<file path="src/rtl/cat_pkg.sv">
// constants and types shared by the counter array time base
package cat_pkg;
    // register addresses on the special function register port
    localparam logic [7:0] ADDR_CONTROL = 8'hd8;
    localparam logic [7:0] ADDR_MODE = 8'hd9;
    localparam logic [7:0] ADDR_COUNT_LO = 8'he9;
    localparam logic [7:0] ADDR_COUNT_HI = 8'hf9;

    // mode register field positions
    localparam int MODE_IDLE_GATE_POS = 7;
    localparam int MODE_WDT_EN_POS = 6;
    localparam int MODE_SEL_HI_POS = 2;
    localparam int MODE_SEL_LO_POS = 1;
    localparam int MODE_OVF_IE_POS = 0;

    // control register field positions
    localparam int CTRL_OVF_FLAG_POS = 7;
    localparam int CTRL_RUN_POS = 6;
    localparam int CTRL_MOD_FLAG_LSB = 0;

    localparam int NUM_MODULES = 5;
    localparam int COUNT_W = 16;

    // reset values
    localparam logic [7:0] MODE_RESET = 8'h00;
    localparam logic [7:0] CTRL_RESET = 8'h00;
    localparam logic [15:0] COUNT_RESET = 16'h0000;
    localparam logic [15:0] COUNT_MAX = 16'hffff;

    // prescale ratios in oscillator cycles
    localparam int DIV_SLOW = 12;
    localparam int DIV_FAST = 4;
    localparam int DIV_SLOW_X2 = DIV_SLOW / 2;
    localparam int DIV_FAST_X2 = DIV_FAST / 2;
    localparam int PRESCALE_W = 4;

    // port 1 bit positions
    localparam int PIN_EXT_COUNT = 2;
    localparam int PIN_MODULE0 = 3;

    typedef enum logic [1:0] {
        CAT_SRC_SLOW = 2'h0,
        CAT_SRC_FAST = 2'h1,
        CAT_SRC_TIMER0 = 2'h2,
        CAT_SRC_EXT = 2'h3
    } cat_source_t;

    typedef struct packed {
        logic idle_gate_bit;
        logic watchdog_enable_bit;
        cat_source_t source;
        logic overflow_irq_enable;
    } cat_mode_t;

    typedef struct packed {
        logic counter_overflow_flag;
        logic counter_run_bit;
        logic [NUM_MODULES-1:0] module_flag;
    } cat_control_t;

    typedef struct packed {
        logic wr;
        logic rd;
        logic [7:0] addr;
        logic [7:0] wdata;
    } cat_sfr_req_t;
endpackage

</file>
<file path="src/rtl/cat_timebase.sv">
// shared time base, mode and control registers and port 1 routing of the counter array
// Operation
// - one dedicated counter is the time base for all five modules
// - select field picks osc/12, osc/4, timer 0 overflow or external input
// - double-speed mode halves internal ratios to osc/6 and osc/2
// - idle gate bit 0 keeps counting in idle, 1 stops it
// - module 4 watchdog is enabled only while its enable bit is set
// - overflow flag raises an interrupt only when its enable bit is set
// - five module requests and counter overflow share one interrupt output
// - external input on port bit 2, modules 0 to 4 on bits 3 to 7
// - modules offer capture, software timer, fast output, pwm; module 4 watchdog
// - capture, timer and fast-output functions may raise a request
// - counter advances only while the run bit of control register is set
// - overflow sets flag bit 7; only software clears it
module cat_timebase (
    input wire logic clock,
    input wire logic rst_n,
    input wire cat_pkg::cat_sfr_req_t sfr_req,
    output logic [7:0] sfr_rdata,
    output logic sfr_rvalid,
    input wire logic idle_mode,
    input wire logic double_speed_mode,
    input wire logic timer0_overflow,
    input wire logic [cat_pkg::NUM_MODULES-1:0] module_event,
    input wire logic [cat_pkg::NUM_MODULES-1:0] module_irq_enable,
    input wire logic [cat_pkg::NUM_MODULES-1:0] module_drive,
    input wire logic [cat_pkg::NUM_MODULES-1:0] module_out_level,
    input wire logic [7:0] port_latch,
    input wire logic [7:0] port_pin_in,
    output logic [7:0] port_pin_out,
    output logic [cat_pkg::NUM_MODULES-1:0] module_in_level,
    output logic [cat_pkg::COUNT_W-1:0] count_value,
    output logic count_step,
    output logic counter_running,
    output logic watchdog_active,
    output logic array_irq
);
    cat_pkg::cat_mode_t mode;
    cat_pkg::cat_control_t control;
    logic tick_slow;
    logic tick_fast;
    logic [2:0] ext_sync;
    logic ext_level;
    logic ext_fall;
    logic source_pulse;
    logic count_load;
    logic overflow;
    logic [7:0] mode_byte;
    logic [7:0] control_byte;
    logic wr_mode;
    logic wr_ctrl;
    logic wr_lo;
    logic wr_hi;

    // both internal rates share one divider, so a source switch keeps the phase
    cat_prescaler u_prescaler (
        .clock(clock),
        .rst_n(rst_n),
        .double_speed_mode(double_speed_mode),
        .tick_slow(tick_slow),
        .tick_fast(tick_fast)
    );

    assign wr_mode = sfr_req.wr && sfr_req.addr == cat_pkg::ADDR_MODE;
    assign wr_ctrl = sfr_req.wr && sfr_req.addr == cat_pkg::ADDR_CONTROL;
    assign wr_lo = sfr_req.wr && sfr_req.addr == cat_pkg::ADDR_COUNT_LO;
    assign wr_hi = sfr_req.wr && sfr_req.addr == cat_pkg::ADDR_COUNT_HI;

    // external count pin: third stage only confirms the second
    always_ff @(posedge clock or negedge rst_n) begin
        if (!rst_n) begin
            ext_sync <= 3'h7;
            ext_level <= 1'b1;
        end else begin
            ext_sync <= {ext_sync[1:0], port_pin_in[cat_pkg::PIN_EXT_COUNT]};
            if (ext_sync[1] == ext_sync[2]) begin
                ext_level <= ext_sync[2];
            end
        end
    end

    // falling edge of the filtered level is the count event
    assign ext_fall = ext_level && ext_sync[1] == ext_sync[2] && !ext_sync[2];

    // one three-stage filter per module pin, read back for capture logic
    for (genvar gi = 0; gi < cat_pkg::NUM_MODULES; gi++) begin : g_module_pin
        logic stage1;
        logic stage2;
        logic stage3;
        logic level;

        always_ff @(posedge clock or negedge rst_n) begin
            if (!rst_n) begin
                stage1 <= 1'b0;
                stage2 <= 1'b0;
                stage3 <= 1'b0;
                level <= 1'b0;
            end else begin
                stage1 <= port_pin_in[cat_pkg::PIN_MODULE0 + gi];
                stage2 <= stage1;
                stage3 <= stage2;
                if (stage2 == stage3) begin
                    level <= stage3;
                end
            end
        end
        assign module_in_level[gi] = level;

        // array drives a module pin only while that module claims it
        assign port_pin_out[cat_pkg::PIN_MODULE0 + gi] = module_drive[gi] ? module_out_level[gi]
            : port_latch[cat_pkg::PIN_MODULE0 + gi];
    end

    // pins below the modules stay ordinary port outputs
    assign port_pin_out[cat_pkg::PIN_MODULE0-1:0] = port_latch[cat_pkg::PIN_MODULE0-1:0];

    always_comb begin
        case (mode.source)
            cat_pkg::CAT_SRC_SLOW: source_pulse = tick_slow;
            cat_pkg::CAT_SRC_FAST: source_pulse = tick_fast;
            cat_pkg::CAT_SRC_TIMER0: source_pulse = timer0_overflow;
            cat_pkg::CAT_SRC_EXT: source_pulse = ext_fall;
            default: source_pulse = 1'b0;
        endcase
    end

    assign counter_running = control.counter_run_bit &&
        !(idle_mode && mode.idle_gate_bit);
    assign count_load = wr_lo || wr_hi;
    assign count_step = counter_running && source_pulse;
    // a load in the same cycle replaces the wrap, so it must not raise the flag
    assign overflow = count_step && !count_load && count_value == cat_pkg::COUNT_MAX;

    // single time base seen by all five modules
    always_ff @(posedge clock or negedge rst_n) begin
        if (!rst_n) begin
            count_value <= cat_pkg::COUNT_RESET;
        end else if (wr_lo) begin
            count_value[7:0] <= sfr_req.wdata;
        end else if (wr_hi) begin
            count_value[15:8] <= sfr_req.wdata;
        end else if (count_step) begin
            count_value <= count_value + 1'b1;
        end
    end

    // reserved bits are not stored and read back as zero
    always_ff @(posedge clock or negedge rst_n) begin
        if (!rst_n) begin
            mode.idle_gate_bit <= cat_pkg::MODE_RESET[cat_pkg::MODE_IDLE_GATE_POS];
            mode.watchdog_enable_bit <= cat_pkg::MODE_RESET[cat_pkg::MODE_WDT_EN_POS];
            mode.source <= cat_pkg::cat_source_t'({
                cat_pkg::MODE_RESET[cat_pkg::MODE_SEL_HI_POS],
                cat_pkg::MODE_RESET[cat_pkg::MODE_SEL_LO_POS]});
            mode.overflow_irq_enable <= cat_pkg::MODE_RESET[cat_pkg::MODE_OVF_IE_POS];
        end else if (wr_mode) begin
            mode.idle_gate_bit <= sfr_req.wdata[cat_pkg::MODE_IDLE_GATE_POS];
            mode.watchdog_enable_bit <= sfr_req.wdata[cat_pkg::MODE_WDT_EN_POS];
            mode.source <= cat_pkg::cat_source_t'({sfr_req.wdata[cat_pkg::MODE_SEL_HI_POS],
                sfr_req.wdata[cat_pkg::MODE_SEL_LO_POS]});
            mode.overflow_irq_enable <= sfr_req.wdata[cat_pkg::MODE_OVF_IE_POS];
        end
    end

    // hardware set beats a software clear in the same cycle
    always_ff @(posedge clock or negedge rst_n) begin
        if (!rst_n) begin
            control.counter_overflow_flag <= cat_pkg::CTRL_RESET[cat_pkg::CTRL_OVF_FLAG_POS];
            control.counter_run_bit <= cat_pkg::CTRL_RESET[cat_pkg::CTRL_RUN_POS];
            control.module_flag <=
                cat_pkg::CTRL_RESET[cat_pkg::CTRL_MOD_FLAG_LSB +: cat_pkg::NUM_MODULES];
        end else begin
            if (wr_ctrl) begin
                control.counter_run_bit <= sfr_req.wdata[cat_pkg::CTRL_RUN_POS];
            end
            control.counter_overflow_flag <= overflow ||
                (wr_ctrl ? sfr_req.wdata[cat_pkg::CTRL_OVF_FLAG_POS]
                         : control.counter_overflow_flag);
            control.module_flag <= module_event |
                (wr_ctrl ? sfr_req.wdata[cat_pkg::CTRL_MOD_FLAG_LSB +: cat_pkg::NUM_MODULES]
                         : control.module_flag);
        end
    end

    assign array_irq = (control.counter_overflow_flag && mode.overflow_irq_enable) ||
        |(control.module_flag & module_irq_enable);
    assign watchdog_active = mode.watchdog_enable_bit;

    // software view of both registers, assembled at the field positions
    always_comb begin
        mode_byte = 8'h00;
        mode_byte[cat_pkg::MODE_IDLE_GATE_POS] = mode.idle_gate_bit;
        mode_byte[cat_pkg::MODE_WDT_EN_POS] = mode.watchdog_enable_bit;
        {mode_byte[cat_pkg::MODE_SEL_HI_POS], mode_byte[cat_pkg::MODE_SEL_LO_POS]} = mode.source;
        mode_byte[cat_pkg::MODE_OVF_IE_POS] = mode.overflow_irq_enable;
        control_byte = 8'h00;
        control_byte[cat_pkg::CTRL_OVF_FLAG_POS] = control.counter_overflow_flag;
        control_byte[cat_pkg::CTRL_RUN_POS] = control.counter_run_bit;
        control_byte[cat_pkg::CTRL_MOD_FLAG_LSB +: cat_pkg::NUM_MODULES] = control.module_flag;
    end

    // read answer one cycle after the strobe; unmapped reads give zero
    always_ff @(posedge clock or negedge rst_n) begin
        if (!rst_n) begin
            sfr_rdata <= 8'h00;
            sfr_rvalid <= 1'b0;
        end else begin
            sfr_rvalid <= sfr_req.rd;
            if (sfr_req.rd) begin
                case (sfr_req.addr)
                    cat_pkg::ADDR_MODE: sfr_rdata <= mode_byte;
                    cat_pkg::ADDR_CONTROL: sfr_rdata <= control_byte;
                    cat_pkg::ADDR_COUNT_LO: sfr_rdata <= count_value[7:0];
                    cat_pkg::ADDR_COUNT_HI: sfr_rdata <= count_value[15:8];
                    default: sfr_rdata <= 8'h00;
                endcase
            end
        end
    end
endmodule

</file>
<file path="src/rtl/cat_prescaler.sv">
// internal count pulse generator for the array counter
module cat_prescaler (
    input wire logic clock,
    input wire logic rst_n,
    input wire logic double_speed_mode,
    output logic tick_slow,
    output logic tick_fast
);
    logic [cat_pkg::PRESCALE_W-1:0] phase;

    // one free-running phase counter serves both ratios, so they stay aligned
    always_ff @(posedge clock or negedge rst_n) begin
        if (!rst_n) begin
            phase <= '0;
        end else if (phase == cat_pkg::PRESCALE_W'(cat_pkg::DIV_SLOW - 1)) begin
            phase <= '0;
        end else begin
            phase <= phase + 1'b1;
        end
    end

    always_comb begin
        if (double_speed_mode) begin
            tick_slow = (phase % cat_pkg::PRESCALE_W'(cat_pkg::DIV_SLOW_X2)) == '0;
            tick_fast = (phase % cat_pkg::PRESCALE_W'(cat_pkg::DIV_FAST_X2)) == '0;
        end else begin
            tick_slow = phase == '0;
            tick_fast = (phase % cat_pkg::PRESCALE_W'(cat_pkg::DIV_FAST)) == '0;
        end
    end
endmodule

</file>
<file path="config.mk">
export PLATFORM = sky130hd
export DESIGN_NAME = cat_timebase
export DESIGN_NICKNAME = d
export VERILOG_FILES = /design/src/rtl/cat_pkg.sv /design/src/rtl/cat_timebase.sv /design/src/rtl/cat_prescaler.sv
export SDC_FILE = /design/constraint.sdc
export NUM_CORES = 1
export LEC_CHECK = 0
export BUFFER_PORTS_ARGS = -buffer_cell sky130_fd_sc_hd__buf_2
export CAP_MARGIN = 20
export CELL_PAD_IN_SITES_DETAIL_PLACEMENT = 1
export CELL_PAD_IN_SITES_GLOBAL_PLACEMENT = 1
export CORE_ASPECT_RATIO = 1.2
export CORE_MARGIN = 10
export CORE_UTILIZATION = 44
export CTS_BUF_LIST = sky130_fd_sc_hd__clkbuf_2
export DETAILED_ROUTE_END_ITERATION = 6
export GPL_TIMING_DRIVEN = 0
export PLACE_DENSITY_LB_ADDON = 0.1
export SLEW_MARGIN = 20
export SYNTH_ARGS = -nofsm -noshare
export SYNTH_HDL_FRONTEND = slang
export SYNTH_HIERARCHICAL = 1
export SYNTH_SLANG_ARGS = --single-unit
</file>
<file path="constraint.sdc">
create_clock -name clock -period 6 [get_ports clock]
set_clock_uncertainty 0.1 [all_clocks]
set_input_delay 0.6 -clock clock [delete_from_list [all_inputs] [get_ports clock]]
set_output_delay 0.6 -clock clock [all_outputs]
set_load 0.01 [all_outputs]
</file>
==> results.sh, run 1 <==
export IMPL_status="complete, no violations"
export IMPL_drtPass1Iterations=4
export IMPL_multi_input_area_sq_um=1435
export IMPL_yosys_warnings=6
export IMPL_io_pins=101
export IMPL_min_period_over_period=0.5363
export IMPL_setup_ws_ns=2.782
export IMPL_crit_buf_inv=2
export IMPL_power_density_nw_per_um2=217.8
export IMPL_rr_worst_depth=12
export IMPL_hp_start="port_pin_in[4]"
export IMPL_initialDrtViolationCount=93
export IMPL_hold_depth=1
export IMPL_reg2reg_to="control[6]"
export IMPL_grt_pass1_vias=2980
export IMPL_die_area_sq_um=11190
export IMPL_rows=34
export IMPL_final_util=0.5545
export IMPL_rrSetupSlack_ns=3.24
export IMPL_syn_area_sq_um=3234
export IMPL_ir_drop_mv=0.1272
export IMPL_path_cells="inv_1 > nor2_1 > ha_1 > and4bb_2 > o21ai_1 > nand3_1 > mux2_4 > o21ai_2 > nor2_1 > buf_2"
export IMPL_postRouteAntennaNets=0
export IMPL_clk_latency_ns=0.51
export IMPL_slowest_stage="dfrtp_1"
export IMPL_ys_types=63
export IMPL_power_total_mw=0.8681
export IMPL_drc=0
export IMPL_core_area_sq_um=7189
export IMPL_die_w_um=98.27
export IMPL_required_ns=5.30
export IMPL_critical_path_class="flop to output port"
export IMPL_fmax_mhz=310.8
export IMPL_portBuffers=95
export IMPL_regArea_sq_um=1632
export IMPL_routabilityCongestion=0.8230
export IMPL_htree_levels=3
export IMPL_clock_sinks=65
export IMPL_vias=2703
export IMPL_async_flop_share=1.000
export IMPL_fin_nets=462
export IMPL_min_path_type="input pin to flop"
export IMPL_maxSlewViolCount=0
export IMPL_layout_drive_gt1_share=0.3821
export IMPL_syn_to_final_growth_pct=23.25
export IMPL_finalWirelength_um=9393
export IMPL_syn_num_nets=353
export IMPL_cts_buffers=9
export IMPL_timing_rr_start="u_prescaler/phase[2]"
export IMPL_stdcell_area_sq_um=3986
export IMPL_track_usage=0.1685
export IMPL_globalRouteOverflowTotal=0
export IMPL_worstMarginPinSlew_ns=0.4622
export IMPL_crit_path_frequent_cell="nor2_1"
export IMPL_syn_inst=290
export IMPL_clkSlewWorstSetupHoldPaths_ns=0.21
export IMPL_hpwl_um=7474
export IMPL_netlist_area_leader_share=0.4720
export IMPL_synth_seq_cells=65
export IMPL_cp_slowest_stage_delay_ns=0.50
export IMPL_die_h_um=113.9
export IMPL_cts_root_buf="clkbuf_2"
export IMPL_postPlaceCellArea_sq_um=3852
export IMPL_relSlewSlack=0.6895
export IMPL_synth_edff_count=0
export IMPL_finalCriticalPeriod_ns=3.218
export IMPL_max_cap_viol_count=0
export IMPL_clockBufferDepth=2
export IMPL_crit_family="flip-flops"
export IMPL_worst_hold_path_endpoint="g_module_pin[1].stage1"
export IMPL_crit_fanout=8
export IMPL_crit_path_end_kind="output port"
export IMPL_rsz0062_at_grt="false"
export IMPL_cts_tree="done"
export IMPL_startpoint_type="flop"
export IMPL_arrival_ns=2.52
export IMPL_finalHoldViolCount=0
export IMPL_start_util=0.4499
export IMPL_cts_resized=0
export IMPL_avgSynthCellArea_sq_um=11.15
export IMPL_n_antenna_cell=0
export IMPL_cp_depth=10
export IMPL_grt_pass1_wl_um=15420
export IMPL_ys_flop_type="dfrtp_1"
export IMPL_synth_seq_area_share=0.5044
export IMPL_place_ws_ns=3.280
export IMPL_setup_violations=0
export IMPL_yosysMostFrequentCell="dfrtp_1"
export IMPL_grt_max_degree=51
export IMPL_wl_per_cell_um=19.05
export IMPL_viasPerCell=5.483
export IMPL_yosysTopAreaCell="dfrtp_1"
export IMPL_antenna_found_initial=0
export IMPL_synthTopCellsByCount="dfrtp_1, nor2_1, a21oi_1, inv_1"
export IMPL_synth_area_leaders="dfrtp_1, mux2_2, dfstp_2, mux2i_1, a21oi_1"
export IMPL_finalSetupTns_ns=0
export IMPL_leakage_nw=1.964
export IMPL_fillers=854
cell usage in the layout (no fill, tap or decap), drive strengths merged, types with 8 or more instances in the layout:
cell    Yosys  routed
buf        13     109
o22ai       8       8
mux2i       9       9
nand3      11      11
o21ai       9       9
nand2      10      10
dfrtp      61      61
mux2       12      12
a21oi      14      14
inv        14      15
clkbuf      4      13
nor2       18      18
and3       14      14
worst reg2reg max path, delay by kind of cell, from the launching register on:
family | cells | cell delay (ns)
mux | 1 | 0.15
compound gates | 3 | 0.31
simple gates | 6 | 1.29
fa+ha+maj | 1 | 0.22
buf+inv | 1 | 0.09
flops | 1 | 0.51
layout make-up:
cell class                 instances  area share
inverter                          14     0.01318
clock buffer                       9     0.01130
buffer                            17     0.02888
tap                               90     0.02825
clock inverter                     6     0.01726
sequential                        65      0.4093
multi-input combinational        194      0.3600
timing repair buffer              98      0.1318
logic make-up after synthesis:
family	after synthesis	synth area share
and+or+nand+nor	92	0.1791
DFF	65	0.5044
AOI/OAI and AO/OA	62	0.1354
buffers and inverters	31	0.05183
muxes	21	0.07079
adders and majority gates	10	0.03404
xor gates and xnor gates	9	0.02437
state kept, by name (all words and copies together), names as in the netlist:
name and flops:
g_module_pin.level 5, ext_level 1, control 7, g_module_pin.stage3 5, mode 4, sfr_rvalid 1
ext_sync 3, u_prescaler/phase 4, g_module_pin.stage1 5, watchdog_active 1, sfr_rdata 8, count_value 16
g_module_pin.stage2 5
per-layer routing:
| layer | vias up | part of all wire | GRT usage |
|---|---|---|---|
| met2 | 81 | 0.51 | 0.2872 |
| met3 | 9 | 0.071 | 0.05263 |
| met5 | - | 0 | 0 |
| met4 | 0 | 0.012 | 0.05646 |
| li1 | 1278 | - | - |
| met1 | 1335 | 0.40 | 0.1967 |
worst max path at each step:
stage / start / to / slack [ns]
after global routing: u_prescaler/phase[2] / count_step / 2.55
final: u_prescaler/phase[2] / count_step / 2.78
after global placement: u_prescaler/phase[2] / control[6] / 3.33
after CTS: u_prescaler/phase[2] / count_step / 2.72
after floorplan: u_prescaler/phase[3] / count_value[12] / 3.54
after detailed placement: u_prescaler/phase[2] / control[6] / 3.28
what timing repair did:
action                     4_1_cts  5_1_grt
hold endpoints to repair        13        1
setup buffers                    0        0
hold buffers                     1        1
setup endpoints to repair        0        0
report_power, final:
part           switching [mW]  total, mW  leakage, nW  internal [mW]
combinational          0.0554      0.113         1.09         0.0576
sequential             0.0270      0.489        0.809          0.462
clock                   0.170      0.266       0.0683         0.0960
total                   0.252      0.868         1.96          0.616
through the flow:
| stage | std cells | hold slack, ns |
|---|---|---|
| floorplan | 290 | 0.2044 |
| global placement | 475 | 0.2330 |
| detailed placement | 476 | 0.2410 |
| CTS | 492 | 0.01751 |
| global route | 493 | 0.02351 |
| finish | 493 | 0.07542 |
Power figures use the tool's default switching activity.
==> inputs of run 2 (changes only) <==
--- a/config.mk
+++ b/config.mk
@@ -11,7 +11,7 @@
 export CELL_PAD_IN_SITES_GLOBAL_PLACEMENT = 1
 export CORE_ASPECT_RATIO = 1.2
 export CORE_MARGIN = 10
-export CORE_UTILIZATION = 44
+export CORE_UTILIZATION = 37
 export CTS_BUF_LIST = sky130_fd_sc_hd__clkbuf_2
 export DETAILED_ROUTE_END_ITERATION = 6
 export GPL_TIMING_DRIVEN = 0
==> constraint.sdc (replaced) <==
create_clock -name clock -period 2.89 [get_ports clock]
set_clock_uncertainty 0.1 [all_clocks]
set_input_delay 0.289 -clock clock [delete_from_list [all_inputs] [get_ports clock]]
set_output_delay 0.289 -clock clock [all_outputs]
set_load 0.01 [all_outputs]
==> run 2 against run 1 <==
  * Worst hold slack better by 0.051 ns
  * Register-to-register slack worse by 3.0 ns
  * Routed wire length grew 7.0%
  * Non-clock buffer count grew 26
  * Flip-flop and latch count unchanged
  * Critical path type unchanged
  * Total power rose by 120%
==> results.sh, run 2 (synthesis gave the netlist of run 1 again) <==
export IMPL_clk_latency_ns=0.51
export IMPL_antenna_found_initial=0
export IMPL_globalRouteOverflowTotal=0
export IMPL_core_area_sq_um=8564
export IMPL_path_cells="inv_2 > nor2_2 > ha_1 > and4bb_2 > o21ai_2 > nand3_1 > mux2_4 > o21ai_4 > nor2_2 > buf_2"
export IMPL_rsz0062_at_grt="true"
export IMPL_ir_drop_mv=0.2144
export IMPL_fmax_mhz=363.5
export IMPL_setup_ws_ns=0.1393
export IMPL_largest_register="count_value"
export IMPL_largest_register_ffs=16
export IMPL_postPlaceCellArea_sq_um=3879
export IMPL_min_period_over_period=0.9518
export IMPL_min_path_type="input pin to async pin"
export IMPL_crit_path_frequent_cell="nor2_2"
export IMPL_grt_max_degree=38
export IMPL_drc=0
export IMPL_p_comb_frac=0.136
export IMPL_max_cap_viol_count=0
export IMPL_slowest_stage="dfrtp_2"
export IMPL_fin_nets=488
export IMPL_final_common_cell="buf_2"
export IMPL_intPower_mw=1.310
export IMPL_finalCriticalPeriod_ns=2.751
export IMPL_cp_slowest_stage_delay_ns=0.46
export IMPL_die_h_um=122.4
export IMPL_crit_path_end_kind="output port"
export IMPL_status="complete, no violations"
export IMPL_finalHoldViolCount=0
export IMPL_arrival_ns=2.36
export IMPL_clock_sinks=65
export IMPL_p_sw_frac=0.3012
export IMPL_postRouteAntennaNets=0
export IMPL_n_antenna_cell=0
export IMPL_net_switching_power_mw=0.5647
export IMPL_required_ns=2.50
export IMPL_sequentialPowerShare=0.543
export IMPL_rows=37
export IMPL_clkSlewWorstSetupHoldPaths_ns=0.24
export IMPL_setup_violations=0
export IMPL_clockBufferDepth=2
export IMPL_syn_to_final_growth_pct=32.96
export IMPL_leakage_nw=2.065
export IMPL_place_ws_ns=0.04588
export IMPL_cts_root_buf="clkbuf_2"
export IMPL_grt_pass1_wl_um=15880
export IMPL_die_area_sq_um=12900
export IMPL_final_cells=547
export IMPL_track_usage=0.1531
export IMPL_start_util=0.3776
export IMPL_crit_fanout=3
export IMPL_relSlewSlack=0.6965
export IMPL_portBuffers=95
export IMPL_initialDrtViolationCount=80
export IMPL_critical_path_class="flop to output port"
export IMPL_maxSlewViolCount=0
export IMPL_finalSetupTns_ns=0
export IMPL_grt_pass1_vias=2980
export IMPL_place_inst=503
export IMPL_layout_drive_gt1_share=0.3907
export IMPL_routabilityCongestion=0.8004
export IMPL_htree_levels=3
export IMPL_top_regs="count_value x16, sfr_rdata x8, control x7"
export IMPL_cts_tree="done"
export IMPL_power_density_nw_per_um2=435.9
export IMPL_worstMarginPinSlew_ns=0.4553
export IMPL_wl_per_cell_um=18.37
export IMPL_hold_slack_ns=0.1266
export IMPL_finalWirelength_um=10050
export IMPL_hpwl_um=7591
export IMPL_clock_power_share=0.321
export IMPL_stdcell_area_sq_um=4300
export IMPL_drtPass1Iterations=4
export IMPL_startpoint_type="flop"
export IMPL_vias=2805
export IMPL_layout_common_cells="buf_2, dfrtp_1, dlygate4sd3_1"
export IMPL_io_pins=101
export IMPL_viasPerCell=5.128
export IMPL_die_w_um=105.4
export IMPL_cts_buffers=9
## run 2: what timing repair did
action,4_1_cts,5_1_grt
gates cloned,0,0
pin swaps,0,4
hold buffers,21,0
setup buffers,1,6
hold endpoints to repair,97,0
endpoints found under the setup margin,2,4
gates resized for setup,2,6
## run 2: worst paths after layout
path / startpoint / endpoint / slack [ns] / cells past startpoint
max reg2reg: u_prescaler/phase[3] / count_value[5] / 0.23 / 13
min reg2reg: g_module_pin[0].stage2 / g_module_pin[0].stage3 / 0.28 / 0
min: rst_n / g_module_pin[0].level / 0.13 / 2
max: u_prescaler/phase[2] / count_step / 0.14 / 10
min in group clock: sfr_req[13] / sfr_rdata[5] / 0.17 / 3
max in group asynchronous: rst_n / control[0] / 2.00 / 3
## run 2: layer usage
metal	share of wire	track usage	vias up
met5	0	0	-
met1	0.44	0.1801	1391
met3	0.043	0.04195	9
met4	0.011	0.04639	0
met2	0.51	0.2667	66
li1	-	-	1339
## run 2: area by class of cell
| class | count | area (sq um) |
|---|---|---|
| Multi-Input combinational cell | 194 | 1465 |
| Inverter | 14 | 52.55 |
| Sequential cell | 65 | 1633 |
| Fill cell | 973 | 4264 |
| Timing Repair Buffer | 124 | 760.7 |
| Tap cell | 117 | 146.4 |
| Clock buffer | 9 | 45.04 |
| Buffer | 17 | 115.1 |
| Clock inverter | 7 | 82.58 |
## run 2: worst max-delay path: cells and delay by family, from the launching register on
| family | cells | cell delay (ns) |
|---|---|---|
| AO/OA/AOI/OAI | 2 | 0.23 |
| adder cells (fa/ha/maj) | 1 | 0.25 |
| buffers and inverters | 2 | 0.21 |
| flip-flops | 1 | 0.46 |
| multiplexers | 1 | 0.29 |
| AND/OR/NAND/NOR | 4 | 0.41 |
## run 2: power groups by stage
stage,clock network (mW),logic (mW),registers [mW]
6_report,0.602,0.255,1.02
5_1_grt,0.666,0.282,1.03
4_1_cts,0.623,0.260,1.02
3_5_place_dp,0,0.236,1.03
3_3_place_gp,0,0.226,1.03
2_1_floorplan,0,0.0992,1.03
## run 2: metrics by stage
| stage | utilization | power, mW |
|---|---|---|
| after detailed placement | 0.4529 | 1.267 |
| after floorplan | - | 1.125 |
| after global placement | 0.4503 | 1.255 |
| after CTS | 0.4942 | 1.899 |
| after global routing | 0.5021 | 1.974 |
| final | 0.5021 | 1.875 |
==> inputs of run 3 (changes only) <==
--- a/config.mk
+++ b/config.mk
@@ -9,10 +9,11 @@
 export CAP_MARGIN = 20
 export CELL_PAD_IN_SITES_DETAIL_PLACEMENT = 1
 export CELL_PAD_IN_SITES_GLOBAL_PLACEMENT = 1
-export CORE_ASPECT_RATIO = 1.2
+export CORE_ASPECT_RATIO = 0.75
 export CORE_MARGIN = 10
 export CORE_UTILIZATION = 37
 export CTS_BUF_LIST = sky130_fd_sc_hd__clkbuf_2
+export CTS_CLUSTER_SIZE = 12
 export DETAILED_ROUTE_END_ITERATION = 6
 export GPL_TIMING_DRIVEN = 0
 export PLACE_DENSITY_LB_ADDON = 0.1
==> run 3 against run 2 <==
  * Design area is 0.26% higher
  * Die area increased by 0.18%
  * Setup slack improved by 0.026 ns
  * Critical path type unchanged
  * Largest power group unchanged
  * Flip-flop and latch count unchanged
  * Fmax up 0.97%
  * Utilization rose by 0.57 points
==> results.sh, run 3 (synthesis gave the netlist of run 1 again) <==
export IMPL_start_util=0.3809
export IMPL_core_area_sq_um=8491
export IMPL_layout_drive_gt1_share=0.3888
export IMPL_viasPerCell=5.299
export IMPL_layout_common_cells="buf_2, dfrtp_1, dlygate4sd3_1"
export IMPL_arrival_ns=2.34
export IMPL_drtPass1Iterations=4
export IMPL_final_common_cell="buf_2"
export IMPL_fin_nets=485
export IMPL_finalHoldViolCount=0
export IMPL_finalWirelength_um=10150
export IMPL_wl_per_cell_um=18.97
export IMPL_status="complete, no violations"
export IMPL_die_area_sq_um=12920
export IMPL_busiest_layer="met2"
export IMPL_globalRouteOverflowTotal=0
export IMPL_clkSlewWorstSetupHoldPaths_ns=0.20
export IMPL_hpwl_um=7811
export IMPL_top_regs="count_value x16, sfr_rdata x8, control x7"
export IMPL_ir_drop_mv=0.2674
export IMPL_largest_register_ffs=16
export IMPL_crit_path_end_kind="output port"
export IMPL_drc=0
export IMPL_leakage_nw=2.086
export IMPL_n_antenna_cell=0
export IMPL_rsz0062_at_grt="true"
export IMPL_use_met1=0.2051
export IMPL_maxSlewViolCount=0
export IMPL_grt_max_degree=45
export IMPL_die_h_um=101.0
export IMPL_worstMarginPinSlew_ns=0.5316
export IMPL_required_ns=2.50
export IMPL_grtUsageMet3=0.06572
export IMPL_hold_slack_ns=0.1070
export IMPL_clk_latency_ns=0.52
export IMPL_min_period_over_period=0.9427
export IMPL_htree_levels=3
export IMPL_power_total_mw=2.005
export IMPL_postRouteAntennaNets=0
export IMPL_grtUsageMet2=0.2451
export IMPL_final_util=0.5078
export IMPL_largest_register="count_value"
export IMPL_track_usage=0.1581
export IMPL_crit_fanout=3
export IMPL_relSlewSlack=0.6456
export IMPL_clockBufferDepth=2
export IMPL_portBuffers=95
export IMPL_power_density_nw_per_um2=465.0
export IMPL_rrSetupSlack_ns=0.17
export IMPL_io_pins=101
export IMPL_startpoint_type="flop"
export IMPL_clock_sinks=65
export IMPL_finalCriticalPeriod_ns=2.724
export IMPL_critical_path_class="flop to output port"
export IMPL_cts_buffers=9
export IMPL_place_inst=494
export IMPL_vias=2835
export IMPL_rows=29
export IMPL_routabilityCongestion=0.8234
export IMPL_die_w_um=128.0
export IMPL_initialDrtViolationCount=151
export IMPL_cts_tree="done"
export IMPL_final_cells=535
export IMPL_grt_pass1_vias=3093
export IMPL_setup_violations=0
export IMPL_grt_pass1_wl_um=16340
export IMPL_cts_root_buf="clkbuf_2"
export IMPL_min_path_type="input pin to async pin"
export IMPL_syn_to_final_growth_pct=33.31
export IMPL_fmax_mhz=367.1
export IMPL_max_cap_viol_count=0
export IMPL_antenna_found_initial=0
==> run 3: where the power goes <==
| part | internal, mW | switching [mW] |
|---|---|---|
| clock network | 0.375 | 0.356 |
| logic | 0.137 | 0.119 |
| registers | 0.959 | 0.0586 |
==> run 3: final timing paths <==
path	start	to	cells after the start
min in group clock	sfr_req[13]	sfr_rdata[5]	3
setup / recovery	u_prescaler/phase[2]	count_step	10
hold reg to reg	g_module_pin[3].stage1	g_module_pin[3].stage2	0
max in group asynchronous	rst_n	g_module_pin[3].stage3	3
hold / removal	rst_n	count_value[10]	2
setup reg to reg	u_prescaler/phase[3]	count_value[12]	11
==> run 3: what timing repair did <==
action                                 in CTS  in global routing
pin swaps                                   0                  3
hold buffers                               21                  0
endpoints found under the hold margin      96                  0
resized for setup                           2                  8
buffers inserted                            1                  3
setup endpoints to repair                   1                  2
==> run 3: metrics by stage <==
step / setup slack [ns] / cell area [sq um] / TNS, ns
2_1_floorplan: 0.4281 / 3234 / 0
3_3_place_gp: 0.2057 / 3845 / 0
3_5_place_dp: 0.1601 / 3875 / 0
4_1_cts: 0.02711 / 4264 / 0
5_1_grt: -0.03313 / 4312 / -0.03313
6_report: 0.1656 / 4312 / 0
==> run 3: critical path, stage by stage (launching register included) <==
cell and delay, ns:
dfrtp_2 0.46, inv_2 0.06, nor2_1 0.04, ha_1 0.26, and4bb_2 0.23, o21ai_2 0.06
nand3_1 0.08, mux2_4 0.29, o21ai_4 0.21, nor2_4 0.05, buf_6 0.12
==> run 3: layout make-up <==
type	instances	area, sq um
Buffer	17	115.1
Timing Repair Buffer	121	752.0
Inverter	14	52.55
Clock buffer	9	45.04
Sequential cell	65	1635
Tap cell	108	135.1
Fill cell	984	4179
Clock inverter	7	117.6
Multi-Input combinational cell	194	1459
==> run 3: layer usage <==
metal / up-vias / share of wire
met3: 6 / 0.093
met5: - / 0
met1: 1403 / 0.45
met4: 0 / 0.0045
met2: 98 / 0.45
li1: 1328 / -
